--- src/design/ring_adapter_defs.svh ---
// constants for the ring fieldbus i/o adapter
`ifndef RING_ADAPTER_DEFS_SVH
`define RING_ADAPTER_DEFS_SVH
`define CLK_MHZ          125
`define BAUD_KHZ         500
`define BIT_CYCLES       ((`CLK_MHZ * 1000) / `BAUD_KHZ)
`define HALF_BIT_CYCLES  (`BIT_CYCLES / 2)
`define WDOG_MS          640
`define WDOG_CYCLES      (`WDOG_MS * `CLK_MHZ * 1000)
`define WORD_W           16
`define FIFO_DEPTH       16
`define MAX_WORDS        32
`define ID_LEN_LSB       8
`define TYPE_IN          8'h02
`define TYPE_OUT         8'h01
`define TYPE_BOTH        8'h03
`define ERR_BIT          15
`endif

--- src/design/ring_adapter_pkg.sv ---
// types shared by the ring fieldbus i/o adapter
package ring_adapter_pkg;
  typedef enum logic [3:0] {
    ST_IDREAD = 4'h1,
    ST_IDLE   = 4'h2,
    ST_SHIFT  = 4'h4,
    ST_LATCH  = 4'h8
  } adapter_state_t;
  typedef logic [15:0] word_t;
endpackage

--- src/design/lamp_serial.sv ---
// serial shifter that drives the three status lamps
`timescale 1ns/1ps
`default_nettype none
`include "ring_adapter_defs.svh"
module lamp_serial (
  input  wire logic       mclk,
  input  wire logic       rst_n,
  input  wire logic [2:0] lamps,
  output logic            lamp_sclk,
  output logic            lamp_sdata,
  output logic            lamp_latch
);
  logic [7:0] div_r;
  logic [1:0] bit_r;
  logic [2:0] shadow_r;

  // a full frame is resent continuously so a lost latch heals itself
  always_ff @(posedge mclk or negedge rst_n) begin
    if (!rst_n) begin
      div_r      <= '0;
      bit_r      <= '0;
      shadow_r   <= '0;
      lamp_sclk  <= 1'b0;
      lamp_sdata <= 1'b0;
      lamp_latch <= 1'b0;
    end else begin
      div_r <= div_r + 8'h01;
      if (div_r == 8'h7f) begin
        lamp_sclk <= 1'b1;
      end else if (div_r == 8'hff) begin
        lamp_sclk  <= 1'b0;
        lamp_latch <= (bit_r == 2'h2);
        bit_r      <= (bit_r == 2'h2) ? 2'h0 : bit_r + 2'h1;
        if (bit_r == 2'h2) begin
          shadow_r <= lamps;
        end
        lamp_sdata <= shadow_r[bit_r];
      end
    end
  end
endmodule
`default_nettype wire

--- src/design/ring_io_adapter.sv ---
// ring fieldbus slave adapter between the ring ports and an i/o base
`timescale 1ns/1ps
`default_nettype none
`include "ring_adapter_defs.svh"
module ring_io_adapter
  import ring_adapter_pkg::*;
#(
  parameter int WDOG_LIMIT = `WDOG_CYCLES
) (
  input  wire logic        mclk,
  input  wire logic        rst_n,
  input  wire logic        supply_ok,
  input  wire logic        ring_in_data,
  input  wire logic        ring_in_frame,
  input  wire logic        ring_in_link,
  input  wire logic        master_reset,
  output logic             ring_out_data,
  output logic             ring_out_frame,
  input  wire logic        out_link_off,
  input  wire logic [15:0] base_id,
  input  wire logic        base_id_valid,
  input  wire logic [5:0]  base_in_words,
  input  wire logic [5:0]  base_out_words,
  input  wire logic [15:0] base_in_data,
  input  wire logic        base_io_error,
  output logic [15:0]      base_out_data,
  output logic             base_out_valid,
  input  wire logic        base_out_ready,
  output logic [15:0]      id_code,
  output logic             id_done,
  output logic             lamp_sclk,
  output logic             lamp_sdata,
  output logic             lamp_latch
);
  // ------------------------------------------------------------
  // input synchronisers and supply reset
  // ------------------------------------------------------------
  logic [7:0] s1_r;
  logic [7:0] s2_r;
  logic       srst_n_r;
  always_ff @(posedge mclk or negedge rst_n) begin
    if (!rst_n) begin
      s1_r <= '0;
      s2_r <= '0;
    end else begin
      s1_r <= {base_id_valid, base_io_error, out_link_off, master_reset,
               ring_in_link, ring_in_frame, ring_in_data, supply_ok};
      s2_r <= s1_r;
    end
  end
  wire sup_ok = s2_r[0];
  wire rx_d   = s2_r[1];
  wire rx_f   = s2_r[2];
  wire lnk    = s2_r[3];
  wire mrst   = s2_r[4];
  wire ldis   = s2_r[5];
  wire ioerr  = s2_r[6];
  wire idv    = s2_r[7];

  // reset held as long as supply is out of band
  always_ff @(posedge mclk or negedge rst_n) begin
    if (!rst_n) begin
      srst_n_r <= 1'b0;
    end else begin
      srst_n_r <= sup_ok;
    end
  end

  // ------------------------------------------------------------
  // identification code
  // ------------------------------------------------------------
  function automatic logic [7:0] legal_len(input logic [5:0] n);
    if (n <= 6'd10) begin
      legal_len = (n == 6'd0) ? 8'h01 : {2'b00, n};
    end else if (n <= 6'd12) begin
      legal_len = 8'h0c;
    end else if (n <= 6'd14) begin
      legal_len = 8'h0e;
    end else if (n <= 6'd16) begin
      legal_len = 8'h10;
    end else if (n <= 6'd24) begin
      legal_len = 8'h18;
    end else begin
      legal_len = 8'h20;
    end
  endfunction

  adapter_state_t st_r;
  logic [5:0]     len_r;
  logic [15:0]    id_nxt;
  always_comb begin
    id_nxt = '0;
    id_nxt[15:`ID_LEN_LSB] = legal_len((base_in_words > base_out_words) ? base_in_words
                                                                        : base_out_words);
    id_nxt[`ID_LEN_LSB-1:0] = (base_in_words != 6'd0 && base_out_words != 6'd0) ? `TYPE_BOTH :
                              (base_in_words != 6'd0) ? `TYPE_IN : `TYPE_OUT;
  end

  // ------------------------------------------------------------
  // ring shift path: regenerate and swap own slice
  // ------------------------------------------------------------
  logic [8:0]  baud_r;
  logic [3:0]  bitc_r;
  logic [5:0]  wrd_r;
  logic [15:0] sh_r;
  logic [15:0] ins_r;
  logic [15:0] cap_r;
  logic        cap_v_r;
  logic        last_f_r;
  wire         tick = (baud_r == 9'(`BIT_CYCLES - 1));
  wire         fifo_in_ready;

  // protocol parameter channel is not decoded; only cyclic data words
  always_ff @(posedge mclk or negedge rst_n) begin
    if (!rst_n) begin
      st_r           <= ST_IDREAD;
      id_code        <= '0;
      id_done        <= 1'b0;
      len_r          <= '0;
      baud_r         <= '0;
      bitc_r         <= '0;
      wrd_r          <= '0;
      sh_r           <= '0;
      ins_r          <= '0;
      cap_r          <= '0;
      cap_v_r        <= 1'b0;
      last_f_r       <= 1'b0;
      ring_out_data  <= 1'b1;
      ring_out_frame <= 1'b0;
    end else if (!srst_n_r) begin
      st_r           <= ST_IDREAD;
      id_done        <= 1'b0;
      cap_v_r        <= 1'b0;
      ring_out_frame <= 1'b0;
      ring_out_data  <= 1'b1;
    end else begin
      // full duplex: output follows input bit-for-bit each baud tick, except in the own slice
      baud_r   <= tick ? '0 : baud_r + 9'h001;
      cap_v_r  <= cap_v_r & ~fifo_in_ready;
      last_f_r <= rx_f;
      case (st_r)
        ST_IDREAD: begin
          if (idv) begin
            id_code <= id_nxt;
            id_done <= 1'b1;
            len_r   <= 6'(legal_len((base_in_words > base_out_words) ? base_in_words
                                                                     : base_out_words));
            st_r    <= ST_IDLE;
          end
        end
        ST_IDLE: begin
          if (rx_f && !last_f_r) begin
            // restart the baud phase so every bit is taken mid-cell, not on its edge
            baud_r <= 9'(`HALF_BIT_CYCLES);
            bitc_r <= '0;
            wrd_r  <= '0;
            ins_r  <= base_in_data;
            if (ioerr) begin
              ins_r[`ERR_BIT] <= 1'b1;
            end
            st_r   <= ST_SHIFT;
          end
        end
        ST_SHIFT: begin
          if (!rx_f) begin
            st_r <= ST_IDLE;
          end else if (tick) begin
            sh_r          <= {sh_r[14:0], rx_d};
            ring_out_frame <= 1'b1;
            // own slice: pass our word in place of the received one
            ring_out_data <= (wrd_r < len_r) ? ins_r[4'hf - bitc_r] : rx_d;
            bitc_r        <= bitc_r + 4'h1;
            if (bitc_r == 4'hf) begin
              st_r <= ST_LATCH;
            end
          end
        end
        ST_LATCH: begin
          if (wrd_r < len_r && !cap_v_r) begin
            cap_r   <= sh_r;
            cap_v_r <= 1'b1;
          end
          wrd_r <= wrd_r + 6'h01;
          ins_r <= base_in_data;
          if (ioerr) begin
            ins_r[`ERR_BIT] <= 1'b1;
          end
          st_r  <= ST_SHIFT;
        end
        default: st_r <= ST_IDREAD;
      endcase
      if (!rx_f) begin
        ring_out_frame <= 1'b0;
      end
    end
  end

  // ------------------------------------------------------------
  // output word buffer toward the base
  // ------------------------------------------------------------
  logic [15:0] fo_data;
  logic        fo_valid;
  word_fifo #(.WIDTH(`WORD_W), .DEPTH(`FIFO_DEPTH)) u_fifo (
    .mclk      (mclk),
    .rst_n     (rst_n),
    .in_data   (cap_r),
    .in_valid  (cap_v_r),
    .in_ready  (fifo_in_ready),
    .out_data  (fo_data),
    .out_valid (fo_valid),
    .out_ready (~base_out_valid | base_out_ready)
  );
  always_ff @(posedge mclk or negedge rst_n) begin
    if (!rst_n) begin
      base_out_data  <= '0;
      base_out_valid <= 1'b0;
    end else if (!base_out_valid || base_out_ready) begin
      base_out_valid <= fo_valid;
      base_out_data  <= fo_data;
    end
  end

  // ------------------------------------------------------------
  // watchdog and lamps
  // ------------------------------------------------------------
  logic [31:0] wd_r;
  logic        wd_exp_r;
  logic [2:0]  lamp_r;
  always_ff @(posedge mclk or negedge rst_n) begin
    if (!rst_n) begin
      wd_r     <= '0;
      wd_exp_r <= 1'b0;
    end else if (rx_f) begin
      wd_r     <= '0;
      wd_exp_r <= 1'b0;
    end else if (wd_r == 32'(WDOG_LIMIT - 1)) begin
      wd_exp_r <= 1'b1;
    end else begin
      wd_r <= wd_r + 32'h1;
    end
  end
  always_ff @(posedge mclk or negedge rst_n) begin
    if (!rst_n) begin
      lamp_r <= '0;
    end else begin
      // expiry lights bus-active, kept as documented
      lamp_r[0] <= rx_f | wd_exp_r;
      lamp_r[1] <= lnk & ~mrst;
      lamp_r[2] <= ldis;
    end
  end
  lamp_serial u_lamps (
    .mclk       (mclk),
    .rst_n      (rst_n),
    .lamps      (lamp_r),
    .lamp_sclk  (lamp_sclk),
    .lamp_sdata (lamp_sdata),
    .lamp_latch (lamp_latch)
  );
endmodule
`default_nettype wire

--- src/design/word_fifo.sv ---
// parameterised valid/ready word fifo with flip-flop storage
`timescale 1ns/1ps
`default_nettype none
module word_fifo #(
  parameter int WIDTH = 16,
  parameter int DEPTH = 16
) (
  input  wire logic             mclk,
  input  wire logic             rst_n,
  input  wire logic [WIDTH-1:0] in_data,
  input  wire logic             in_valid,
  output logic                  in_ready,
  output logic [WIDTH-1:0]      out_data,
  output logic                  out_valid,
  input  wire logic             out_ready
);
  localparam int AW = $clog2(DEPTH);
  logic [WIDTH-1:0] mem_r [DEPTH];
  logic [AW-1:0]    wp_r;
  logic [AW-1:0]    rp_r;
  logic [AW:0]      cnt_r;
  logic             push;
  logic             pop;

  assign in_ready  = (cnt_r != (AW+1)'(DEPTH));
  assign out_valid = (cnt_r != '0);
  assign out_data  = mem_r[rp_r];
  assign push      = in_valid & in_ready;
  assign pop       = out_valid & out_ready;

  always_ff @(posedge mclk) begin
    if (push) begin
      mem_r[wp_r] <= in_data;
    end
  end

  always_ff @(posedge mclk or negedge rst_n) begin
    if (!rst_n) begin
      wp_r  <= '0;
      rp_r  <= '0;
      cnt_r <= '0;
    end else begin
      if (push) begin
        wp_r <= (wp_r == AW'(DEPTH-1)) ? '0 : wp_r + 1'b1;
      end
      if (pop) begin
        rp_r <= (rp_r == AW'(DEPTH-1)) ? '0 : rp_r + 1'b1;
      end
      cnt_r <= cnt_r + (AW+1)'(push) - (AW+1)'(pop);
    end
  end
endmodule
`default_nettype wire

--- config.mk ---
export PLATFORM = sky130hd
export DESIGN_NAME = ring_io_adapter
export DESIGN_NICKNAME = d
export VERILOG_FILES = /design/src/design/ring_adapter_pkg.sv /design/src/design/lamp_serial.sv /design/src/design/ring_io_adapter.sv /design/src/design/word_fifo.sv
export VERILOG_INCLUDE_DIRS = /design/src /design/src/design
export SDC_FILE = /design/constraint.sdc
export NUM_CORES = 1
export LEC_CHECK = 0
export ABC_AREA = 1
export BUFFER_PORTS_ARGS = -buffer_cell sky130_fd_sc_hd__buf_2
export CAP_MARGIN = 20
export CORE_UTILIZATION = 52
export DETAILED_ROUTE_END_ITERATION = 12
export PLACE_DENSITY = 0.72
export SLEW_MARGIN = 40
export SYNTH_ARGS = -nofsm -noshare
export SYNTH_HDL_FRONTEND = slang
export SYNTH_SLANG_ARGS = --single-unit
--- constraint.sdc ---
create_clock -name mclk -period 2.4 [get_ports mclk]
set_input_delay 0.24 -clock mclk [delete_from_list [all_inputs] [get_ports mclk]]
set_output_delay 0.24 -clock mclk [all_outputs]
set_load 0.1 [all_outputs]
==> results of run 1 <==
synth_stat cells (3+ instances only):
cell type / n
dfrtp_1: 181
nor3_1: 29
o21ai_1: 4
xor2_1: 22
buf_1: 3
inv_2: 4
clkbuf_1: 52
o22ai_1: 77
nand3_1: 55
a31oi_1: 3
nand2_1: 216
xnor2_1: 15
o21ai_0: 235
edfxtp_1: 256
ha_1: 28
nor4_1: 11
inv_1: 138
nor3b_1: 3
o32ai_1: 5
mux2_2: 15
buf_2: 14
a21oi_1: 37
buf_4: 8
nand2_2: 14
nor2_1: 261
a22oi_1: 3
nand4_1: 13
area by class of cell:
type	instances	area (um^2)
Sequential cell	439	12300
Fill cell	2823	13900
Inverter	144	542
Tap cell	461	577
Timing Repair Buffer	151	1160
Clock inverter	18	188
Clock buffer	66	1240
Multi-Input combinational cell	1080	5620
per-layer routing:
metal | GRT usage [%] | up-vias | share of wire [%]
li1 | - | 6228 | -
met1 | 30.4 | 6432 | 42
met2 | 41.3 | 440 | 49
met4 | 7.20 | 0 | 2.4
met5 | 0 | - | 0
met3 | 4.17 | 91 | 6.5
cells by family (layout without fill, tap and decap cells):
| family | count (synthesis) | in the layout | synth area share [%] |
|---|---|---|---|
| AO/OA/AOI/OAI | 375 | 375 | 10.9 |
| XOR/XNOR | 37 | 37 | 1.73 |
| adder cells (fa/ha/maj) | 29 | 29 | 1.98 |
| buffers and inverters | 222 | 379 | 4.75 |
| flip-flops | 439 | 439 | 65.6 |
| multiplexers | 15 | 15 | 0.903 |
| other | 1 | 8 | 0.0201 |
| AND/OR/NAND/NOR | 616 | 616 | 14.1 |
stage by stage:
stage / TNS, ps / setup slack [ps]
2_1_floorplan: 0 / 6.80
3_3_place_gp: 0 / 83.5
3_5_place_dp: -63.6 / -63.6
4_1_cts: 0 / 24.3
5_1_grt: -21.1 / -21.1
6_report: 0 / 101
sequential cells by signal, summed over array words and instances (netlist names), 8 cells and up:
register	cells
u_fifo.mem_r	256
wd_r	32
base_out_data	16
cap_r	16
ins_r	16
sh_r	16
baud_r	9
s1_r	8
s2_r	8
u_lamps.div_r	8
worst min path at each step:
stage                       end
6_report       base_out_data[9]
5_1_grt        base_out_data[9]
4_1_cts        base_out_data[9]
3_5_place_dp           wd_r[23]
3_3_place_gp           wd_r[31]
2_1_floorplan  base_out_data[0]
worst min-delay path, cell delays in order:
cell,delay [ps]
buf_2,90
inv_1,70
buf_4,160
nand3_1,60
nand2_1,40
timing repair:
item                       4_1_cts  5_1_grt
hold endpoints to repair       107        0
buffers inserted                 0        2
hold buffers                    27        0
setup endpoints to repair        1        1
pin swaps                        0        4
gates resized for setup          2        6
where the power goes:
| group | internal (W) | switching (W) | total (W) |
|---|---|---|---|
| registers | 0.00848 | 0.000357 | 0.00883 |
| clock network | 0.00386 | 0.00291 | 0.00677 |
| logic | 0.00188 | 0.00495 | 0.00683 |
| total | 0.0142 | 0.00822 | 0.0224 |
==> impl_metrics.py, run 1 <==
metrics = {
    "run_status": {
        "status": "complete, no violations",
    },
    "global_routing": {
        "overflow": 0,
        "antenna_found_initial": 0,
        "grt_pass1_vias": 13000,
        "grt_start_max_net_pins": 104,
        "grt_pass1_wl_um": 67400,
        "grt_use_total_pct": 23.8,
    },
    "sta": {
        "period_share_pct": 95.8,
        "fin_skew_ps": 33.7,
        "relSlewSlack_pct": 57.2,
        "fin_hold_ws_ps": 120,
        "worstMarginPinSlew_ps": 641,
        "slew_viol_final": 0,
        "finalHoldViolCount": 0,
        "fin_crit_ps": 2300,
        "finalSetupViolCount": 0,
        "max_freq_mhz": 435,
    },
    "floorplan": {
        "start_util_pct": 52.7,
        "boundaryPins": 94,
        "floorplan.die.height_um": 192,
        "core_um2": 35500,
        "rows": 69,
        "dieArea_um2": 36700,
        "die_x_um": 192,
    },
    "layout": {
        "final_cell_mix": "256 x edfxtp_1, 254 x nor2_1, 234 x o21ai_0",
        "syn_to_final_growth_pct": 15.5,
        "final_common_cell": "edfxtp_1",
        "final_util_pct": 60.9,
        "n_antenna_cell": 0,
        "final_cells": 2359,
        "drive_gt1_share_pct": 13.3,
        "final_nets": 1945,
        "fin_area_um2": 21600,
    },
    "yosys": {
        "yosysWarnings": 0,
        "yosysSeqAreaShare_pct": 65.6,
        "synth_edf_count": 256,
        "synth_top_cell_area_share_pct": 41.1,
        "synth_top_cell_by_area": "edfxtp_1",
        "syn-cell-area_um2": 18700,
        "synth-seq-cells": 439,
        "synth_ff_type": "edfxtp_1",
        "syn_inst": 1734,
        "synth_area_leaders": "edfxtp_1 41%, dfrtp_1 24%, o21ai_0 6.3%, nor2_1 5.2%, nand2_1 4.3%",
        "yosys.cell_types.count": 52,
        "synth.avg_cell_area_um2": 10.8,
        "synthArstFlopShare_pct": 41.7,
    },
    "drt": {
        "vias_per_cell": 5.59,
        "dr.pass1.iters": 5,
        "dr.first_iter.drc_count": 1031,
        "drc": 0,
        "ant_nets": 0,
        "wl_um": 42400,
        "wire_per_inst_um": 18.0,
        "vias": 13200,
    },
    "power_and_ir_drop": {
        "finalPower_w": 0.0224,
        "power.density_nw_per_um2": 1040,
        "leakage_nw": 8.26,
        "vdd_ir_drop_max_mv": 1.46,
    },
    "setup_path": {
        "cp_data_required_time_ps": 2830,
        "cp-end-kind": "register",
        "slowest_stage": "dfrtp_1",
        "path_depth": 13,
        "slowest_delay_ps": 390,
        "crit_arrival_ps": 2730,
        "critPathCapture": "u_fifo.cnt_r[4]",
        "crit_buf_inv": 4,
        "path_max_fanout": 2,
        "crit_path_start_kind": "register",
        "r2r_setup_slack_ps": 100,
        "crit_family": "adder cells",
        "rr_endpoint": "u_fifo.cnt_r[4]",
        "cpMostUsedCell": "inv_1",
        "crit_start": "u_fifo.cnt_r[2]",
        "crit_chain": "inv_2 > ha_4 > nand4_1 > nand2_1 > inv_1 > ha_1 > inv_1 > ha_2 > inv_1 > fa_2 > o21ai_2 > a21oi_1 > xor2_1",
        "worstReg2RegStart": "u_fifo.cnt_r[2]",
        "r2r_cells": 13,
        "path_class": "reg2reg",
    },
    "cts": {
        "htreeDepth": 2,
        "cts_tree": "done",
        "clock_sinks": 439,
        "clock_latency_ps": 580,
        "path_clk_slew_ps": 60,
        "cts_made_buffers": 45,
        "ctsRootBufferMaster": "clkbuf_16",
        "clock_path_buffers": 3,
    },
    "placed_design": {
        "dp_hpwl_um": 26000,
        "gp_routability_congestion": 0.869,
        "portBuffers": 69,
        "post_dp_cell_area_um2": 19900,
        "dp.cells": 2246,
    },
    "worst_hold_path": {
        "hp-class": "in2reg",
        "holdPathStages": 5,
        "worstHoldStart": "base_out_ready",
    },
    "job": {
        "drv_cap": 0,
    },
}
Power figures use the tool's default switching activity.
==> run 2, diff against run 1 <==
Settings changed: CORE_UTILIZATION 52 to 29, PLACE_DENSITY 0.72 to not set.
==> impl_metrics.py, run 2 (same netlist as run 1, synthesis figures left out) <==
metrics = {
    "power_and_ir_drop": {
        "leakage_nw": 8.38,
        "pwr-share-seq_pct": 38.2,
        "power.density_nw_per_um2": 1030,
        "internal_power_w": 0.0148,
        "pwr-share-comb_pct": 29.1,
        "clock_power_share_pct": 32.7,
        "switching_share_pct": 36.1,
        "finalPower_w": 0.0232,
        "vdd_ir_drop_max_mv": 0.705,
        "switchingPower_w": 0.00836,
    },
    "cts": {
        "cts_tree": "done",
        "cts_made_buffers": 49,
        "htreeDepth": 2,
        "ctsRootBufferMaster": "clkbuf_16",
        "clock_sinks": 439,
        "path_clk_slew_ps": 60,
        "clock_path_buffers": 3,
        "clock_latency_ps": 610,
    },
    "global_routing": {
        "grt_use_total_pct": 13.7,
        "grt_start_max_net_pins": 92,
        "busiest_layer": "met2",
        "grt_pass1_vias": 13000,
        "overflow": 0,
        "use_met1_pct": 17.3,
        "gr-usage-met3_pct": 2.24,
        "antenna_found_initial": 0,
        "grt_pass1_wl_um": 71400,
        "met2_usage_pct": 24.1,
    },
    "floorplan": {
        "start_util_pct": 29.5,
        "rows": 92,
        "boundaryPins": 94,
        "core_um2": 63400,
        "dieArea_um2": 65500,
        "die_x_um": 256,
        "floorplan.die.height_um": 256,
    },
    "run_status": {
        "status": "complete, no violations",
    },
    "sta": {
        "slew_viol_final": 0,
        "finalSetupViolCount": 0,
        "fin_crit_ps": 2280,
        "max_freq_mhz": 439,
        "fin_skew_ps": 38.2,
        "finalHoldViolCount": 0,
        "worstMarginPinSlew_ps": 629,
        "timing.final.ws_setup_ps": 123,
        "relSlewSlack_pct": 58.0,
        "rsz0062_at_grt": "no",
        "tns_ps": 0,
        "period_share_pct": 94.9,
    },
    "setup_path": {
        "slowest_stage": "dfrtp_1",
        "path_max_fanout": 2,
        "cpMostUsedCell": "inv_1",
        "cp_data_required_time_ps": 2850,
        "path_class": "reg2reg",
        "slowest_delay_ps": 380,
        "crit_arrival_ps": 2730,
        "crit_path_start_kind": "register",
        "crit_chain": "inv_1 > ha_1 > nand4_1 > nand2_1 > inv_1 > ha_1 > inv_1 > ha_1 > inv_1 > fa_2 > o21ai_1 > a21oi_1 > xor2_1",
        "cp-end-kind": "register",
    },
    "placed_design": {
        "portBuffers": 69,
        "dp_hpwl_um": 27400,
        "gp_routability_congestion": 0.849,
        "dp.cells": 2625,
        "dp_slack_ps": 4.13,
    },
    "layout": {
        "drive_gt1_share_pct": 13.1,
        "syn_to_final_growth_pct": 19.9,
        "regMostFlops": "u_fifo.mem_r",
        "final_nets": 1941,
        "largestRegisters": "u_fifo.mem_r x256, wd_r x32",
        "largest_reg_flops": 256,
        "final_common_cell": "nor2_1",
        "final_cells": 2744,
        "n_antenna_cell": 0,
        "final_cell_mix": "259 x nor2_1, 256 x edfxtp_1, 234 x o21ai_0",
    },
    "drt": {
        "dr.first_iter.drc_count": 877,
        "ant_nets": 0,
        "wire_per_inst_um": 16.4,
        "vias_per_cell": 4.73,
        "drc": 0,
        "dr.pass1.iters": 7,
        "vias": 13000,
        "wl_um": 44900,
    },
    "worst_hold_path": {
        "hp-class": "in2reg",
    },
    "job": {
        "drv_cap": 0,
    },
}
run 2: changes by cell type in the layout (fill, tap and decap cells not counted), moves of 3 or more:
cell	change
buf_4	-23
nor2_2	-5
clkbuf_16	+4
buf_12	+15
clkbuf_8	+3
nor2_1	+5
clkinv_1	+3
clkbuf_1	-8
run 2: metrics by stage:
stage          utilization, %  area (um^2)  hold WS (ps)
2_1_floorplan               -        18700         -55.6
3_3_place_gp             32.3        20500           268
3_5_place_dp             32.3        20500           277
4_1_cts                  35.3        22400           115
5_1_grt                  35.3        22400           151
6_report                 35.3        22400           141
run 2: power by group through the flow:
stage / Sequential [W] / Combinational (W) / Clock, W
final: 0.00885 / 0.00675 / 0.00759
after global placement: 0.00899 / 0.00662 / 0
after detailed placement: 0.00900 / 0.00674 / 0
after global routing: 0.00893 / 0.00739 / 0.00807
after floorplan: 0.0103 / 0.00352 / 0
after CTS: 0.00886 / 0.00680 / 0.00776
run 2: final cells by class:
class | count | area [um^2]
Fill cell | 6227 | 41000
Sequential cell | 439 | 12300
Multi-Input combinational cell | 1080 | 5590
Clock buffer | 65 | 1360
Timing Repair Buffer | 143 | 1290
Tap cell | 846 | 1060
Inverter | 144 | 542
Clock inverter | 27 | 305
run 2: path summary, 6_finish.rpt:
kind	slack, ps	from	cells past startpoint	end
hold / removal	140	base_out_ready	5	base_out_data[1]
setup / recovery	120	u_fifo.cnt_r[3]	13	u_fifo.cnt_r[4]
hold reg to reg	350	s1_r[2]	0	s2_r[2]
max in group asynchronous	1460	rst_n	3	st_r[0]
setup reg to reg	120	u_fifo.cnt_r[3]	13	u_fifo.cnt_r[4]
min in group asynchronous	210	rst_n	2	s1_r[0]
run 2: metal layers:
layer	routed length [um]	vias to the layer above	part of all wire, %
met2	22400	319	50
met4	867	0	1.9
li1	-	6220	-
met3	1990	60	4.4
met5	0	-	0
met1	19600	6381	44
run 2: what timing repair did:
| item | in CTS | in global routing |
|---|---|---|
| buffers inserted | 0 | 0 |
| endpoints found under the setup margin | 1 | 1 |
| resized for setup | 1 | 2 |
| hold buffers | 27 | 0 |
| endpoints found under the hold margin | 75 | 0 |
run 2: critical path: cells and delay by family (launching register included):
kind,cells,cell delay [ps]
fa+ha+maj,4,950
flops,1,380
buf+inv,4,270
compound gates,2,230
simple gates,2,190
xor+xnor,1,150
==> run 3, diff against run 2 <==
Settings changed: CELL_PAD_IN_SITES_DETAIL_PLACEMENT set to 0, CELL_PAD_IN_SITES_GLOBAL_PLACEMENT set to 2, PLACE_DENSITY_LB_ADDON set to 0.1.
==> impl_metrics.py, run 3 (same netlist as run 1, synthesis figures left out) <==
metrics = {
    "run_status": {
        "status": "complete, no violations",
    },
    "worst_hold_path": {
        "worstHoldStart": "base_out_ready",
        "holdPathStages": 5,
        "holdPathEnd": "base_out_data[4]",
        "hp-class": "in2reg",
    },
    "floorplan": {
        "core_um2": 63400,
        "die_x_um": 256,
        "start_util_pct": 29.5,
        "boundaryPins": 94,
        "dieArea_um2": 65500,
        "floorplan.die.height_um": 256,
        "rows": 92,
    },
    "global_routing": {
        "antenna_found_initial": 2,
        "grt_start_max_net_pins": 60,
        "grt_use_total_pct": 15.7,
        "grt_pass1_wl_um": 79000,
        "overflow": 0,
        "grt_pass1_vias": 13000,
    },
    "layout": {
        "final_cell_mix": "256 x edfxtp_1, 245 x nor2_1, 234 x o21ai_0",
        "final_cells": 2762,
        "largestRegisters": "u_fifo.mem_r x256, wd_r x32",
        "syn_to_final_growth_pct": 20.8,
        "fin_area_um2": 22600,
        "regMostFlops": "u_fifo.mem_r",
        "final_common_cell": "edfxtp_1",
        "final_nets": 1956,
        "drive_gt1_share_pct": 14.5,
        "largest_reg_flops": 256,
        "final_util_pct": 35.6,
    },
    "drt": {
        "dr.first_iter.drc_count": 644,
        "vias": 12900,
        "dr.pass1.iters": 5,
        "drc": 0,
        "vias_per_cell": 4.65,
        "ant_nets": 0,
        "wire_per_inst_um": 18.4,
        "wl_um": 50800,
    },
    "setup_path": {
        "crit_path_start_kind": "register",
        "crit_chain": "inv_1 > ha_2 > nand4_1 > nand2_1 > inv_1 > ha_1 > inv_1 > ha_1 > inv_1 > fa_2 > o21ai_2 > a21oi_1 > xor2_1",
        "slowest_delay_ps": 380,
        "path_class": "reg2reg",
        "crit_arrival_ps": 2760,
        "cp_data_required_time_ps": 2880,
        "cpMostUsedCell": "inv_1",
        "worstReg2RegStart": "u_fifo.cnt_r[2]",
        "r2r_setup_slack_ps": 120,
        "cp-end-kind": "register",
        "slowest_stage": "dfrtp_1",
        "rr_endpoint": "u_fifo.cnt_r[4]",
        "r2r_cells": 13,
        "path_max_fanout": 2,
    },
    "cts": {
        "ctsRootBufferMaster": "clkbuf_16",
        "clock_latency_ps": 610,
        "cts_made_buffers": 52,
        "clock_sinks": 439,
        "path_clk_slew_ps": 60,
        "htreeDepth": 2,
        "cts_tree": "done",
        "clock_path_buffers": 3,
        "post_cts_buffers": 0,
    },
    "placed_design": {
        "gp_routability_congestion": 0.774,
        "post_dp_cell_area_um2": 20600,
        "dp_hpwl_um": 31300,
        "portBuffers": 69,
        "dp_slack_ps": -23.0,
        "dp.cells": 2637,
    },
    "power_and_ir_drop": {
        "vdd_ir_drop_max_mv": 0.953,
        "leakage_nw": 8.47,
        "clock_power_share_pct": 33.2,
        "switching_share_pct": 36.3,
        "internal_power_w": 0.0153,
        "power.density_nw_per_um2": 1060,
        "pwr-share-comb_pct": 30.2,
        "switchingPower_w": 0.00872,
        "pwr-share-seq_pct": 36.6,
    },
    "sta": {
        "period_share_pct": 94.9,
        "fin_crit_ps": 2280,
        "relSlewSlack_pct": 54.2,
        "fin_hold_ws_ps": 61.9,
        "timing.final.ws_setup_ps": 123,
        "max_freq_mhz": 439,
        "slew_viol_final": 0,
        "finalSetupViolCount": 0,
        "finalHoldViolCount": 0,
        "worstMarginPinSlew_ps": 687,
        "fin_skew_ps": 30.3,
    },
    "job": {
        "drv_cap": 0,
    },
}
[run 3: cell count changes in the layout (fill, tap and decap cells not counted), sizes merged]
cell / change
buf: +13
clkbuf: +15
bufinv: -1
clkinv: -7
inv: -2
diode: +2
clkinvlp: -2
[run 3: worst max-delay path by stage]
stage / start / endpoint / slack (ps) / depth (start not counted)
after floorplan: len_r[1] / cap_r[3] / 7 / 10
after global placement: u_fifo.cnt_r[2] / u_fifo.cnt_r[4] / 9 / 13
after detailed placement: u_fifo.cnt_r[2] / u_fifo.cnt_r[4] / -20 / 13
after CTS: u_fifo.cnt_r[2] / u_fifo.cnt_r[4] / 40 / 13
after global routing: u_fifo.cnt_r[2] / u_fifo.cnt_r[4] / -6 / 13
final: u_fifo.cnt_r[2] / u_fifo.cnt_r[4] / 120 / 13
[run 3: what timing repair did]
item,CTS,global route
hold endpoints to repair,78,0
pin swaps,0,1
hold buffers,27,0
gates resized for setup,1,3
endpoints found under the setup margin,1,1
[run 3: cell type report]
type | count | area, um^2
multi-input cells | 1080 | 5630
inverters | 144 | 542
flip-flops and latches | 439 | 12300
fillers | 6353 | 40800
well taps | 846 | 1060
clock buffers | 81 | 1540
repair buffers | 155 | 1360
clock inverters | 15 | 186
diodes | 2 | 5.00
[run 3: worst max-delay path, delay by kind of cell (launching register included)]
kind	cells	cell delay, ps
adders and majority gates	4	970
AOI/OAI and AO/OA	2	200
and+or+nand+nor	2	200
xor gates and xnor gates	1	140
buffers and inverters	4	250
DFF	1	380
[run 3: power by group through the flow]
stage                     Sequential (W)  Combinational, W  Clock, W
final                            0.00878           0.00726   0.00797
after global routing             0.00885           0.00796   0.00849
after CTS                        0.00879           0.00736   0.00821
after detailed placement         0.00893           0.00730         0
after global placement           0.00893           0.00732         0
after floorplan                   0.0103           0.00352         0
[run 3: metal layers]
metal  GRT usage [%]  wire length, um
met3            2.24             1520
met5               0                0
met4            4.37              939
met2            26.1            24200
met1            21.2            24200
[run 3: stage by stage]
step	TNS (ps)	power, W
3_5_place_dp	-23.0	0.0162
3_3_place_gp	0	0.0162
2_1_floorplan	0	0.0139
5_1_grt	-5.80	0.0253
4_1_cts	0	0.0244
6_report	0	0.0240
